**src/rtl/ips_map.svh**
```systemverilog
// Offsets, field positions and reset value of the priority register.
`ifndef IPS_MAP_SVH
`define IPS_MAP_SVH
`define IPS_SFR_ADDR 8'hb8
`define IPS_RESET_VAL 8'h80
`define IPS_BIT_UNUSED 3'h7
`define IPS_BIT_SPI 3'h6
`define IPS_BIT_T2 3'h5
`define IPS_BIT_UART 3'h4
`define IPS_BIT_T1 3'h3
`define IPS_BIT_EX1 3'h2
`define IPS_BIT_T0 3'h1
`define IPS_BIT_EX0 3'h0
`endif

```
**src/rtl/ips_pkg.sv**
```systemverilog
// Types shared by the priority select block.
`default_nettype none
package ips_pkg;
    typedef logic [7:0] ips_byte_t;
    typedef logic [6:0] ips_levels_t;
endpackage
`default_nettype wire

```
**src/rtl/ips_interrupt_priority_select.sv**
```systemverilog
// Interrupt priority level register, byte and bit addressable.
`timescale 1ns/100ps
`default_nettype none
`include "ips_map.svh"
module ips_interrupt_priority_select
    import ips_pkg::*;
(
    // Clock and reset
    input wire logic sys_clk,
    input wire logic rst,
    // Byte access in special function register space
    input wire logic [7:0] sfrAddr,
    input wire logic sfrWrEn,
    input wire logic [7:0] sfrWrData,
    input wire logic sfrRdEn,
    output logic [7:0] sfrRdData,
    // Bit access, bitAddr[2:0] selects the bit, upper bits the byte
    input wire logic [7:0] bitAddr,
    input wire logic bitWrEn,
    input wire logic bitWrVal,
    output logic bitRdVal,
    // Priority levels towards the arbiter
    output logic serial_periph_irq_high_level,
    output logic timer2_irq_high_level,
    output logic uart_irq_high_level,
    output logic timer1_irq_high_level,
    output logic ext_irq1_high_level,
    output logic timer0_irq_high_level,
    output logic ext_irq0_high_level
);
    // ****************************************
    // Decode and storage
    // ****************************************
    logic byteHit;
    logic bitHit;
    ips_levels_t levels;
    ips_byte_t regView;

    assign byteHit = sfrWrEn && (sfrAddr == `IPS_SFR_ADDR);
    assign bitHit = bitWrEn && ({bitAddr[7:3], 3'h0} == `IPS_SFR_ADDR);

    genvar gi;
    generate
        for (gi = 0; gi < 7; gi++) begin : g_cell
            ips_bit_cell u_cell (
                .sys_clk(sys_clk),
                .rst(rst),
                .byteWr(byteHit),
                .byteVal(sfrWrData[gi]),
                .bitWr(bitHit && (bitAddr[2:0] == 3'(gi))),
                .bitVal(bitWrVal),
                .level_q(levels[gi])
            );
        end
    endgenerate

    // Unused top bit is constant one; writes never reach it.
    assign regView = {1'b1, levels};

    // ****************************************
    // Read path, registered data
    // ****************************************
    logic [7:0] rdData_q;
    logic bitRd_q;

    always_ff @(posedge sys_clk) begin
        if (rst) begin
            rdData_q <= `IPS_RESET_VAL;
        end else if (sfrRdEn && (sfrAddr == `IPS_SFR_ADDR)) begin
            rdData_q <= regView;
        end else if (sfrRdEn) begin
            rdData_q <= 8'h00;
        end
    end

    always_ff @(posedge sys_clk) begin
        if (rst) begin
            bitRd_q <= 1'b0;
        end else if ({bitAddr[7:3], 3'h0} == `IPS_SFR_ADDR) begin
            bitRd_q <= regView[bitAddr[2:0]];
        end else begin
            bitRd_q <= 1'b0;
        end
    end

    assign sfrRdData = rdData_q;
    assign bitRdVal = bitRd_q;

    // ****************************************
    // Level outputs
    // ****************************************
    assign serial_periph_irq_high_level = levels[`IPS_BIT_SPI];
    assign timer2_irq_high_level = levels[`IPS_BIT_T2];
    assign uart_irq_high_level = levels[`IPS_BIT_UART];
    assign timer1_irq_high_level = levels[`IPS_BIT_T1];
    assign ext_irq1_high_level = levels[`IPS_BIT_EX1];
    assign timer0_irq_high_level = levels[`IPS_BIT_T0];
    assign ext_irq0_high_level = levels[`IPS_BIT_EX0];

    // ****************************************
    // Checks
    // ****************************************
    property p_top_one;
        @(posedge sys_clk) disable iff (rst)
        sfrRdEn && (sfrAddr == `IPS_SFR_ADDR) |=> sfrRdData[7];
    endproperty
    a_top_one: assert property (p_top_one)
        else $error("Unused top bit did not read one.");

    property p_spi;
        @(posedge sys_clk) disable iff (rst)
        byteHit && !bitHit
        |=> serial_periph_irq_high_level == $past(sfrWrData[6]);
    endproperty
    a_spi: assert property (p_spi)
        else $error("Serial peripheral level not written.");

    property p_t2;
        @(posedge sys_clk) disable iff (rst)
        byteHit && !bitHit
        |=> timer2_irq_high_level == $past(sfrWrData[5]);
    endproperty
    a_t2: assert property (p_t2)
        else $error("Timer 2 level not written.");

    property p_uart;
        @(posedge sys_clk) disable iff (rst)
        byteHit && !bitHit
        |=> uart_irq_high_level == $past(sfrWrData[4]);
    endproperty
    a_uart: assert property (p_uart)
        else $error("UART level not written.");

    property p_t1;
        @(posedge sys_clk) disable iff (rst)
        byteHit && !bitHit
        |=> timer1_irq_high_level == $past(sfrWrData[3]);
    endproperty
    a_t1: assert property (p_t1)
        else $error("Timer 1 level not written.");

    property p_ex1;
        @(posedge sys_clk) disable iff (rst)
        bitHit && bitAddr[2:0] == 3'h2
        |=> ext_irq1_high_level == $past(bitWrVal);
    endproperty
    a_ex1: assert property (p_ex1)
        else $error("External 1 level not bit written.");

    property p_t0;
        @(posedge sys_clk) disable iff (rst)
        !byteHit && !bitHit |=> $stable(timer0_irq_high_level);
    endproperty
    a_t0: assert property (p_t0)
        else $error("Timer 0 level changed without write.");

    property p_ex0;
        @(posedge sys_clk) disable iff (rst)
        sfrRdEn && (sfrAddr == `IPS_SFR_ADDR)
        |=> sfrRdData[0] == $past(ext_irq0_high_level);
    endproperty
    a_ex0: assert property (p_ex0)
        else $error("External 0 level read back wrong.");

    property p_bit_top;
        @(posedge sys_clk) disable iff (rst)
        ({bitAddr[7:3], 3'h0} == `IPS_SFR_ADDR) &&
        (bitAddr[2:0] == `IPS_BIT_UNUSED)
        |=> bitRdVal;
    endproperty
    a_bit_top: assert property (p_bit_top)
        else $error("Unused top bit did not read one by bit.");

    property p_spi_bit;
        @(posedge sys_clk) disable iff (rst)
        bitHit && (bitAddr[2:0] == `IPS_BIT_SPI)
        |=> serial_periph_irq_high_level == $past(bitWrVal);
    endproperty
    a_spi_bit: assert property (p_spi_bit)
        else $error("Serial peripheral level not bit written.");

    property p_t2_bit;
        @(posedge sys_clk) disable iff (rst)
        bitHit && (bitAddr[2:0] == `IPS_BIT_T2)
        |=> timer2_irq_high_level == $past(bitWrVal);
    endproperty
    a_t2_bit: assert property (p_t2_bit)
        else $error("Timer 2 level not bit written.");

    property p_uart_bit;
        @(posedge sys_clk) disable iff (rst)
        bitHit && (bitAddr[2:0] == `IPS_BIT_UART)
        |=> uart_irq_high_level == $past(bitWrVal);
    endproperty
    a_uart_bit: assert property (p_uart_bit)
        else $error("UART level not bit written.");

    property p_t1_bit;
        @(posedge sys_clk) disable iff (rst)
        bitHit && (bitAddr[2:0] == `IPS_BIT_T1)
        |=> timer1_irq_high_level == $past(bitWrVal);
    endproperty
    a_t1_bit: assert property (p_t1_bit)
        else $error("Timer 1 level not bit written.");

    property p_ex1_byte;
        @(posedge sys_clk) disable iff (rst)
        byteHit && !bitHit
        |=> ext_irq1_high_level == $past(sfrWrData[`IPS_BIT_EX1]);
    endproperty
    a_ex1_byte: assert property (p_ex1_byte)
        else $error("External 1 level not byte written.");

    property p_t0_byte;
        @(posedge sys_clk) disable iff (rst)
        byteHit && !bitHit
        |=> timer0_irq_high_level == $past(sfrWrData[`IPS_BIT_T0]);
    endproperty
    a_t0_byte: assert property (p_t0_byte)
        else $error("Timer 0 level not byte written.");

    property p_ex0_byte;
        @(posedge sys_clk) disable iff (rst)
        byteHit && !bitHit
        |=> ext_irq0_high_level == $past(sfrWrData[`IPS_BIT_EX0]);
    endproperty
    a_ex0_byte: assert property (p_ex0_byte)
        else $error("External 0 level not byte written.");
endmodule // ips_interrupt_priority_select
`default_nettype wire

```
**src/rtl/ips_bit_cell.sv**
```systemverilog
// One storage cell of the priority register.
`timescale 1ns/100ps
`default_nettype none
module ips_bit_cell (
    // Clock and reset
    input wire logic sys_clk,
    input wire logic rst,
    // Write controls
    input wire logic byteWr,
    input wire logic byteVal,
    input wire logic bitWr,
    input wire logic bitVal,
    // Stored level
    output logic level_q
);
    always_ff @(posedge sys_clk) begin
        if (rst) begin
            level_q <= 1'b0;
        end else if (bitWr) begin
            level_q <= bitVal;
        end else if (byteWr) begin
            level_q <= byteVal;
        end
    end
endmodule // ips_bit_cell
`default_nettype wire

```
**config.mk**
```make
export PLATFORM = sky130hd
export DESIGN_NAME = ips_interrupt_priority_select
export DESIGN_NICKNAME = d
export VERILOG_FILES = /design/src/rtl/ips_pkg.sv /design/src/rtl/ips_interrupt_priority_select.sv /design/src/rtl/ips_bit_cell.sv
export VERILOG_INCLUDE_DIRS = /design/src /design/src/rtl
export SDC_FILE = /design/constraint.sdc
export NUM_CORES = 1
export LEC_CHECK = 0
export BUFFER_PORTS_ARGS = -buffer_cell sky130_fd_sc_hd__buf_4
export CORE_UTILIZATION = 45
export CTS_CLUSTER_SIZE = 28
export DETAILED_ROUTE_END_ITERATION = 7
export PLACE_DENSITY = 0.85
export SETUP_SLACK_MARGIN = 0.3
export SLEW_MARGIN = 20
export SYNTH_ARGS = -nofsm -noshare
export SYNTH_HDL_FRONTEND = slang
export SYNTH_SLANG_ARGS = --single-unit
```
**constraint.sdc**
```tcl
create_clock -name sys_clk -period 1.93 [get_ports sys_clk]
set_clock_uncertainty 0.2 [all_clocks]
set_input_delay 0.386 -clock sys_clk [delete_from_list [all_inputs] [get_ports sys_clk]]
set_output_delay 0.386 -clock sys_clk [all_outputs]
set_load 0.01 [all_outputs]
```
== Yosys cells after proc, flatten, opt, wreduce, memory -nomap -nowiden ==
Cells that the tools add are included.

* Logic and storage cells: 59
* Output and inout port bits: 16
* Bits in registers: 16

* $lt $le $gt $ge: 1
* Eq/ne operators: 8
* Reduce and logical (&&, ||, !) cells: 21
* Mux-type cells: 18
* Bitwise gates (word level): 1

{| class="wikitable"
|+ Operator list
! kind !! count
|-
| $reduce_bool 2->1 || 8
|-
| $mux 1 || 15
|-
| $mux 7 || 2
|-
| $logic_and 1x1->1 || 10
|-
| $eq 3x3->1 const B || 3
|-
| $eq 8x8->1 const B || 1
|-
| $eq 3x2->1 const B || 2
|-
| $eq 5x5->1 const B || 1
|-
| $lt 3x4->1 const B || 1
|-
| $reduce_or 2->1 || 2
|-
| $bmux 1 s3 || 1
|-
| $eq 3x1->1 const B || 1
|-
| $logic_not 3->1 || 1
|-
| $not 1->1 || 1
|}

== Longest topological paths before layout ==
Gate-level depths: netlist (run 1).

* Depth in word-level cells: 4
* Depth in mapped cells: 5
* Gate-level depth less buffers: 3

== By module ==
From an unflattened synthesis (run 1), not the netlist that was laid out.

* Cells, all modules: 97
* Area, all modules: 868.3 µm²

{| class="wikitable"
|+ Modules (own cells, without submodules)
! module !! times used !! area each (µm²) !! cells an instance !! sequential area each (µm²)
|-
| ips_interrupt_priority_select || 1 || 500.5 || 62 || 180.2
|-
| ips_bit_cell || 7 || 52.6 || 5 || 20.0
|}

== Worst setup path after synthesis (run 1) ==
No wires, ideal clock.

* Path type: input-to-reg
* Start: input port sfrAddr[2]
* End: register g_cell[0].u_cell.level_q
* Cell stages on the path: 4
* Slack: 0.238 ns
* Data required time: 1.596 ns
* Arrival: 1.358 ns
* Library setup time: 0.134 ns
* Path through: or4b_1 -> buf_2 -> o31ai_1 -> a311oi_1

* Longest elaborated chain between the ends: 3

{| class="wikitable"
|+ RTL lines
! what !! line !! text
|-
| start, declared || ips_interrupt_priority_select.sv:12 || <nowiki>input wire logic [7:0] sfrAddr,</nowiki>
|-
| $eq 8x8->1 (no line) || n/a ||
|-
| $logic_and 1x1->1 || ips_interrupt_priority_select.sv:39 || <nowiki>assign byteHit = sfrWrEn && (sfrAddr == `IPS_SFR_ADDR);</nowiki>
|-
| $reduce_bool 2->1 (no line) || n/a ||
|-
| end signal, assigned || ips_bit_cell.sv:20 || <nowiki>level_q <= bitVal;</nowiki>
|-
| end signal, assigned || ips_bit_cell.sv:22 || <nowiki>level_q <= byteVal;</nowiki>
|-
| end, declared || ips_bit_cell.sv:14 || <nowiki>output logic level_q</nowiki>
|}

No other way between the ends.
A chain may end at the register's enable or synchronous reset.

== Worst setup path after layout (run 1) ==
* Start: input port sfrAddr[2]
* End: register g_cell[5].u_cell.level_q

* Longest elaborated chain between the ends: 3

{| class="wikitable"
|+ RTL lines
! what !! line
|-
| $eq 8x8->1 (no line) || n/a
|-
| $logic_and 1x1->1 || ips_interrupt_priority_select.sv:39
|-
| $reduce_bool 2->1 (no line) || n/a
|-
| end signal, assigned || ips_bit_cell.sv:20
|-
| end signal, assigned || ips_bit_cell.sv:22
|-
| end, declared || ips_bit_cell.sv:14
|}

No other way between the ends.

==> results of run 1 <==
area by class of cell:
| type | instances | share of cell area |
|---|---|---|
| repair buffers | 46 | 0.262 |
| inverters | 2 | 0.00570 |
| multi-input cells | 82 | 0.436 |
| clock buffers | 4 | 0.0275 |
| well taps | 27 | 0.0256 |
| flip-flops and latches | 16 | 0.243 |
cell families after synthesis:
kind of cell / Yosys count
multiplexers: 4
buffers and inverters: 14
AO/OA/AOI/OAI: 23
flip-flops: 16
AND/OR/NAND/NOR: 55
registers in the layout, indices dropped and copies added, names as in the netlist:
| register | flops |
|---|---|
| bitRdVal | 1 |
| g_cell.u_cell.level_q | 7 |
| sfrRdData | 8 |
worst paths after layout:
kind | start | end | slack, ns | depth (start not counted)
max | sfrAddr[2] | g_cell[5].u_cell.level_q | 0.41 | 4
min | rst | sfrRdData[1] | 0.18 | 2
max reg2reg | g_cell[3].u_cell.level_q | bitRdVal | 0.53 | 3
min reg2reg | sfrRdData[1] | sfrRdData[1] | 0.26 | 2
per-layer routing:
| metal | vias to the layer above | part of all wire |
|---|---|---|
| li1 | 522 | - |
| met1 | 512 | 0.40 |
| met2 | 62 | 0.51 |
| met3 | 6 | 0.068 |
| met4 | 0 | 0.019 |
| met5 | - | 0 |
report_power, final:
part | switching [mW] | internal (mW)
sequential | 0.00149 | 0.332
clock | 0.106 | 0.115
combinational | 0.0578 | 0.0566
total | 0.166 | 0.503
cells in the mapped netlist, types with 2 or more instances:
| cell type | number | area share |
|---|---|---|
| sky130_fd_sc_hd__nand4_1 | 15 | 0.099 |
| sky130_fd_sc_hd__o31ai_1 | 8 | 0.063 |
| sky130_fd_sc_hd__a21oi_1 | 8 | 0.042 |
| sky130_fd_sc_hd__nor4_1 | 8 | 0.053 |
| sky130_fd_sc_hd__dfxtp_1 | 16 | 0.34 |
| sky130_fd_sc_hd__clkbuf_1 | 6 | 0.024 |
| sky130_fd_sc_hd__nor2_1 | 2 | 0.0079 |
| sky130_fd_sc_hd__a311oi_1 | 7 | 0.065 |
| sky130_fd_sc_hd__nor2b_1 | 2 | 0.013 |
| sky130_fd_sc_hd__nand2b_1 | 2 | 0.013 |
| sky130_fd_sc_hd__and4b_1 | 2 | 0.021 |
| sky130_fd_sc_hd__nand2_1 | 9 | 0.036 |
| sky130_fd_sc_hd__nand3b_1 | 2 | 0.016 |
| sky130_fd_sc_hd__mux2i_1 | 3 | 0.032 |
| sky130_fd_sc_hd__buf_2 | 5 | 0.026 |
| sky130_fd_sc_hd__nand3_1 | 6 | 0.032 |
==> impl_metrics.toml, run 1 <==
[timing]
min_period_over_period = 0.790
timing_hold_violations_final = 0
worst_slew_margin_rel = 0.769
tightest_slew_ns = 0.343
rsz0062_at_grt = "no"
timing.hold.ws_ns = 0.177
setup_viol_count_final = 0
fin_crit_ns = 1.52
fin_tns_setup_ns = 0
worst_slack_ns = 0.406
maxClockFrequency_ghz = 0.656
timing_max_transition_violations_final = 0

[grt]
overflow = 0
met1_usage = 0.346
pin_count_of_the_biggest_net_entering_global_routing = 17
vias_in_the_first_global_route = 903
grt_antenna_before_repair = 0
globalRouteTotalUtil = 0.251
global_route.peak_usage_layer = "met2"
globalRouteMet2Util = 0.400
first_pass_grt_wire_length_um = 4060
grt.met3_usage = 0.0679

[worst_setup_path]
worst_path_buf_inv = 1
critical_path.top_delay_family = "simple AND/OR/NAND/NOR gates"
crit_chain = "buf_4 -> or4b_4 -> o31ai_1 -> a311oi_1"
cp_data_required_time_ns = 1.90
timing.critical_path.arrival_ns = 1.49
critical_path.startpoint_type = "primary input"
path_class = "in -> reg"
crit_path_max_incr_delay_ns = 0.60
critical_path_peak_fanout = 8
cell_with_the_largest_stage_delay_on_the_worst_path = "sky130_fd_sc_hd__or4b_4"
worstSetupEndpointType = "flop"

[synth]
postSynthRegisterBits = 16
dominantRegCellSynth = "sky130_fd_sc_hd__dfxtp_1"
mappedNetlistArea_um2 = 950
synth-compound-area-share = 0.170
synth-seq-area-share = 0.337
post_synth_mux_area_share = 0.0553
syn_nets = 142
synth_xor_area_frac = 0
ys.warnings.count = 0
yosys.area_share.simple = 0.375
synth_cells = 112
synth-edff-count = 0
yosys.area_share.adder = 0
asyncSetResetFlopFracSynth = 0
yosys.cell_types.count = 27
syn_avg_cell_area_um2 = 8.48
main_combinational_cell_family_by_area_after_synthesis = "simple AND/OR/NAND/NOR gates"

[power]
power.ir.vdd_worst_uv = 541
report.power.total_uw = 669
p_leak_nw = 0.504
power-per-cell-area_mw_per_mm2 = 508

[clock_tree]
postCtsHoldBufs = 0
clock_tree.htree_level_count = 1
tritoncts_clock_tree = "yes"
cts_root_buffer = "sky130_fd_sc_hd__clkbuf_4"
post-cts-setup-buffers = 0
cts_made_buffers = 3
cts_buffer_depth = 2
cts.repair.resized = 0
path_clk_slew_ns = 0.09
latest_clock_arrival_within_the_worst_skew_pair_ns = 0.29
clock_sinks = 16

[layout]
post_route_core_utilization = 0.665
layout_common_cells = "sky130_fd_sc_hd__buf_4, sky130_fd_sc_hd__dfxtp_1, sky130_fd_sc_hd__nand4_1, sky130_fd_sc_hd__nand2_1"
register_area_um2 = 320
layout.cells.most_common = "sky130_fd_sc_hd__buf_4"
area_taken_by_multi_input_logic_gates_um2 = 574
fin_nets = 181
diodes = 0
nFillCells = 178
design_area_mm2 = 0.00132
final-instance-count-excl-fill = 177
layout-drive-gt1-share = 0.367
syn_to_final_growth_pct = 38.7

[floorplanning]
fp.dieW_um = 47.9
io_pins = 46
floorplan.die_area_mm2 = 0.00230
initial_core_util = 0.479
core_area_mm2 = 0.00198
placementRows = 16
die_h_um = 47.9

[route]
final_wirelength_um = 2610
drt-wirelength-per-cell_um = 14.8
detail_route.vias_per_cell = 6.23
drt-pass1-iter-count = 4
route.vias.total = 1102
ant_nets = 0
drt_iter0_drc = 47
post-route-drc-count = 0

[placement]
io_buffer_count = 44
place_congestion = 0.873
pre_cts_setup_slack_ns = 0.126
placed_cell_area_mm2 = 0.00128
dpl.hpwl_um = 2030
dp.cells = 173

[flow_run]
maxCapViolations = 0

[min_path]
hold_path.class = "in -> reg"

[outcome]
outcome = "finished clean"
Power figures use the tool's default switching activity.
==> run 2: changes to the inputs <==
--- a/config.mk
+++ b/config.mk
@@ -7,10 +7,11 @@
 export NUM_CORES = 1
 export LEC_CHECK = 0
 export BUFFER_PORTS_ARGS = -buffer_cell sky130_fd_sc_hd__buf_4
-export CORE_UTILIZATION = 45
+export CORE_ASPECT_RATIO = 1.75
+export CORE_UTILIZATION = 40
 export CTS_CLUSTER_SIZE = 28
 export DETAILED_ROUTE_END_ITERATION = 7
-export PLACE_DENSITY = 0.85
+export PLACE_DENSITY = 0.81
 export SETUP_SLACK_MARGIN = 0.3
 export SLEW_MARGIN = 20
 export SYNTH_ARGS = -nofsm -noshare
==> constraint.sdc (replaced) <==
create_clock -name sys_clk -period 1.4 [get_ports sys_clk]
set_clock_uncertainty 0.2 [all_clocks]
set_input_delay 0.28 -clock sys_clk [delete_from_list [all_inputs] [get_ports sys_clk]]
set_output_delay 0.28 -clock sys_clk [all_outputs]
set_load 0.01 [all_outputs]
==> run 2 against run 1 <==
  * The run now ends with negative setup slack left
  * Die area rose by 12%
  * Non-clock buffer count rose by 26
  * Via count rose by 14%
  * Hold slack got worse by 0.058 ns
  * Sequential cell count did not move
  * Critical path type unchanged
==> impl_metrics.toml, run 2 (synthesis gave the netlist of run 1 again) <==
[outcome]
outcome = "finished, violations left"
violations_in_the_final_reports = "negative setup slack"

[timing]
worst_slack_ns = -0.0426
timing_hold_violations_final = 0
timing_max_transition_violations_final = 0
rsz0062_at_grt = "yes"
setup_viol_count_final = 7
worst_slew_margin_rel = 0.726
tightest_slew_ns = 0.407
min_period_over_period = 1.03
maxClockFrequency_ghz = 0.693
fin_crit_ns = 1.44

[power]
power-per-cell-area_mw_per_mm2 = 628
report.power.total_mw = 1.08
power.ir.vdd_worst_uv = 364
p_leak_nw = 0.689

[layout]
layout_common_cells = "sky130_fd_sc_hd__buf_4, sky130_fd_sc_hd__buf_6, sky130_fd_sc_hd__nand4_1, sky130_fd_sc_hd__dfxtp_2, sky130_fd_sc_hd__nand2_1"
nFillCells = 161
largest_register_ffs = 8
register_area_um2 = 339
fin_nets = 207
area_taken_by_multi_input_logic_gates_um2 = 647
layout-drive-gt1-share = 0.614
syn_to_final_growth_pct = 81.7
layout.cells.most_common = "sky130_fd_sc_hd__buf_4"
diodes = 0

[route]
post-route-drc-count = 0
drt_iter0_drc = 37
drt-wirelength-per-cell_um = 18.1
ant_nets = 0
drt-pass1-iter-count = 4
final_wirelength_um = 3640
route.vias.total = 1251
detail_route.vias_per_cell = 6.22

[worst_setup_path]
cp_data_required_time_ns = 1.33
path_class = "in -> reg"
timing.critical_path.arrival_ns = 1.37
r2r.worst_path.cells = 3
worst-r2r-setup-slack_ns = 0
timing.rr.end = "bitRdVal"
critical_path_peak_fanout = 8
worst_r2r_startpoint = "g_cell[6].u_cell.level_q"
worstSetupEndpointType = "flop"
critical_path.startpoint_type = "primary input"

[floorplanning]
io_pins = 46
floorplan.die_area_mm2 = 0.00258
core_area_mm2 = 0.00227
fp.dieW_um = 38.8
initial_core_util = 0.418
placementRows = 23
die_h_um = 66.5

[grt]
globalRouteTotalUtil = 0.279
first_pass_grt_wire_length_um = 5000
pin_count_of_the_biggest_net_entering_global_routing = 17
globalRouteMet2Util = 0.552
overflow = 0
global_route.peak_usage_layer = "met2"
grt.met3_usage = 0.0167
vias_in_the_first_global_route = 1118
grt_antenna_before_repair = 0
met1_usage = 0.242

[placement]
dpl.hpwl_um = 2410
place_congestion = 0.902
io_buffer_count = 44
pre_cts_setup_slack_ns = -0.300

[flow_run]
maxCapViolations = 0

[clock_tree]
latest_clock_arrival_within_the_worst_skew_pair_ns = 0.26
clock_tree.htree_level_count = 1
postCtsHoldBufs = 0
cts_made_buffers = 3
clock_sinks = 16
path_clk_slew_ns = 0.07
cts_buffer_depth = 2
tritoncts_clock_tree = "yes"
cts_root_buffer = "sky130_fd_sc_hd__clkbuf_8"

[min_path]
whs_endpoint = "sfrRdData[3]"
whs_path_depth = 2
hold_path.class = "in -> reg"
hold_start = "rst"
-- run 2: changes by cell type in the layout (fill, tap and decap cells not counted), sizes merged --
cell / before / now
buf: 46 / 72
-- run 2: worst max path at each step --
| stage | startpoint | endpoint | slack (ns) | cells after the start |
|---|---|---|---|---|
| 2_1_floorplan | sfrAddr[2] | g_cell[0].u_cell.level_q | -0.15 | 4 |
| 3_3_place_gp | sfrAddr[2] | g_cell[2].u_cell.level_q | -0.25 | 4 |
| 3_5_place_dp | sfrAddr[2] | g_cell[4].u_cell.level_q | -0.30 | 4 |
| 4_1_cts | sfrAddr[0] | g_cell[0].u_cell.level_q | -0.005 | 4 |
| 5_1_grt | sfrAddr[0] | g_cell[5].u_cell.level_q | -0.09 | 4 |
| 6_report | sfrAddr[0] | g_cell[6].u_cell.level_q | -0.04 | 4 |
-- run 2: worst max-delay path: stages --
cell and delay, ns:
sky130_fd_sc_hd__buf_6 0.09, sky130_fd_sc_hd__or4b_4 0.62, sky130_fd_sc_hd__o31ai_1 0.26, sky130_fd_sc_hd__a311oi_1 0.12
-- run 2: final cells by class --
cell class                 instances  area share
tap                               25      0.0181
timing repair buffer              72       0.374
multi-input combinational         82       0.375
inverter                           2     0.00435
clock buffer                       4      0.0319
sequential                        16       0.197
-- run 2: routing by layer --
layer,share of wire,up-vias
met5,0,-
li1,-,574
met2,0.58,57
met4,0.043,0
met1,0.34,605
met3,0.032,15
-- run 2: power by group --
part / internal, mW / switching [mW]
registers: 0.458 / 0.00230
clock network: 0.250 / 0.172
logic: 0.104 / 0.0966
total: 0.812 / 0.271
-- run 2: what timing repair did --
item                                    CTS  global route
endpoints found under the setup margin   32            32
buffers inserted                          6             2
hold endpoints to repair                  0             0
resized for setup                        45            12
pin swaps                                 6             7
-- run 2: metrics by stage --
stage / setup TNS, ns / cells / util / instance area (µm²) / hold WS (ns)
2_1_floorplan: -1.05 / 112 / - / 967 / 0.280
3_3_place_gp: -3.09 / 189 / 0.622 / 1410 / 0.242
3_5_place_dp: -3.65 / 189 / 0.622 / 1410 / 0.248
4_1_cts: -0.00511 / 199 / 0.724 / 1650 / 0.109
5_1_grt: -0.342 / 201 / 0.759 / 1730 / 0.121
6_report: -0.128 / 201 / 0.759 / 1730 / 0.119
==> run 3: changes to the inputs <==
--- a/config.mk
+++ b/config.mk
@@ -7,11 +7,13 @@
 export NUM_CORES = 1
 export LEC_CHECK = 0
 export BUFFER_PORTS_ARGS = -buffer_cell sky130_fd_sc_hd__buf_4
+export CELL_PAD_IN_SITES_DETAIL_PLACEMENT = 0
+export CELL_PAD_IN_SITES_GLOBAL_PLACEMENT = 1
 export CORE_ASPECT_RATIO = 1.75
-export CORE_UTILIZATION = 40
+export CORE_UTILIZATION = 28
 export CTS_CLUSTER_SIZE = 28
 export DETAILED_ROUTE_END_ITERATION = 7
-export PLACE_DENSITY = 0.81
+export PLACE_DENSITY = 0.8
 export SETUP_SLACK_MARGIN = 0.3
 export SLEW_MARGIN = 20
 export SYNTH_ARGS = -nofsm -noshare
==> run 3 against run 2 <==
  * The run still ends with negative setup slack left
  * Critical endpoint is now g_cell[2].u_cell.level_q
  * Core utilization shrank 20 points
  * Total power shrank 1.2%
  * Combinational power is essentially flat
==> impl_metrics.toml, run 3 (synthesis gave the netlist of run 1 again) <==
[outcome]
outcome = "finished, violations left"
violations_in_the_final_reports = "negative setup slack"

[worst_setup_path]
timing.critical_path.arrival_ns = 1.36
worstSetupEndpointType = "flop"
critical_path_peak_fanout = 8
cell_with_the_largest_stage_delay_on_the_worst_path = "sky130_fd_sc_hd__or4b_4"
r2r.worst_path.cells = 3
crit_start = "sfrAddr[0]"
critical_path.startpoint_type = "primary input"
crit_chain = "buf_6 -> or4b_4 -> o31ai_2 -> a311oi_1"
worst-r2r-setup-slack_ns = 0.06
path_class = "in -> reg"
worst_r2r_startpoint = "g_cell[6].u_cell.level_q"
timing.rr.end = "bitRdVal"
cp_data_required_time_ns = 1.33
crit_path_max_incr_delay_ns = 0.62
critical_path.endpoint = "g_cell[2].u_cell.level_q"

[grt]
met1_usage = 0.216
grt_antenna_before_repair = 0
vias_in_the_first_global_route = 1226
global_route.peak_usage_layer = "met2"
pin_count_of_the_biggest_net_entering_global_routing = 17
globalRouteMet2Util = 0.354
first_pass_grt_wire_length_um = 5460
globalRouteTotalUtil = 0.201
overflow = 0
grt.met3_usage = 0.0250

[timing]
setup_viol_count_final = 5
maxClockFrequency_ghz = 0.697
timing.hold.ws_ns = 0.115
min_period_over_period = 1.02
worst_slack_ns = -0.0339
rsz0062_at_grt = "yes"
tightest_slew_ns = 0.402
fin_crit_ns = 1.43
timing_hold_violations_final = 0
worst_slew_margin_rel = 0.729
fin_tns_setup_ns = -0.113
timing_max_transition_violations_final = 0

[min_path]
hold_path.class = "in -> reg"

[floorplanning]
fp.dieW_um = 46.0
die_h_um = 79.0
floorplan.die_area_mm2 = 0.00364
core_area_mm2 = 0.00318
placementRows = 27
io_pins = 46
initial_core_util = 0.299

[route]
ant_nets = 0
route.vias.total = 1193
drt-wirelength-per-cell_um = 14.8
drt-pass1-iter-count = 4
detail_route.vias_per_cell = 5.40
final_wirelength_um = 3280
post-route-drc-count = 0
drt_iter0_drc = 30

[clock_tree]
cts_buffer_depth = 2
tritoncts_clock_tree = "yes"
cts_root_buffer = "sky130_fd_sc_hd__clkbuf_8"
clock_tree.htree_level_count = 1
cts_made_buffers = 3
path_clk_slew_ns = 0.06
postCtsHoldBufs = 0
latest_clock_arrival_within_the_worst_skew_pair_ns = 0.25
clock_sinks = 16

[placement]
io_buffer_count = 44
dp.cells = 210
dpl.hpwl_um = 2530
place_congestion = 0.905

[layout]
final-instance-count-excl-fill = 221
diodes = 0
layout.cells.most_common = "sky130_fd_sc_hd__buf_4"
layout-drive-gt1-share = 0.629
syn_to_final_growth_pct = 87.4
largest_register_ffs = 8
fin_nets = 209
layout_common_cells = "sky130_fd_sc_hd__buf_4, sky130_fd_sc_hd__buf_6, sky130_fd_sc_hd__nand4_1, sky130_fd_sc_hd__dfxtp_2, sky130_fd_sc_hd__nand2_1"

[flow_run]
maxCapViolations = 0

[power]
p_leak_nw = 0.697
power-per-cell-area_mw_per_mm2 = 602
power.ir.vdd_worst_uv = 292
run 3: changes by cell type in the layout (fill, tap and decap cells not counted), sizes merged:
| cell | delta |
|---|---|
| buf | +2 |
run 3: metal layers:
metal,routed length (µm),vias up
met3,92,8
li1,-,575
met4,89,0
met5,0,-
met1,1190,575
met2,1900,35
run 3: worst max-delay path: cells and delay by family:
kind            cells  cell delay, ns
compound gates      2            0.37
buf+inv             1            0.09
simple gates        1            0.62
run 3: metrics by stage:
stage	worst slack, ns	power, mW	util	area [µm²]
after floorplan	-0.149	0.546	-	967
after global placement	-0.248	0.642	0.459	1460
after detailed placement	-0.287	0.648	0.459	1460
after CTS	-0.00400	1.07	0.545	1730
after global routing	-0.0624	1.12	0.560	1780
final	-0.0339	1.07	0.560	1780
run 3: timing repair:
item | in CTS | in global routing
pin swaps | 11 | 11
resized for setup | 50 | 9
buffers inserted | 7 | 0
endpoints found under the setup margin | 32 | 32
run 3: worst min path at each step:
stage / from / end / slack, ns / depth (start not counted)
3_3_place_gp: sfrRdData[4] / sfrRdData[4] / 0.24 / 2
5_1_grt: sfrWrData[3] / g_cell[3].u_cell.level_q / 0.13 / 3
2_1_floorplan: sfrWrData[0] / g_cell[0].u_cell.level_q / 0.28 / 2
3_5_place_dp: sfrRdData[0] / sfrRdData[0] / 0.25 / 2
6_report: rst / sfrRdData[6] / 0.12 / 2
4_1_cts: rst / sfrRdData[5] / 0.11 / 2
run 3: where the power goes:
| part | switching, mW | total [mW] | internal [mW] |
|---|---|---|---|
| clock network | 0.159 | 0.409 | 0.250 |
| registers | 0.00206 | 0.460 | 0.458 |
| logic | 0.0949 | 0.201 | 0.106 |
| total | 0.256 | 1.07 | 0.814 |
run 3: layout make-up:
cell class                 instances  area [µm²]
timing repair buffer              74         661
inverter                           2        7.51
sequential                        16         339
clock buffer                       4        55.1
fill                             305        1400
multi-input combinational         82         663
tap                               43        53.8
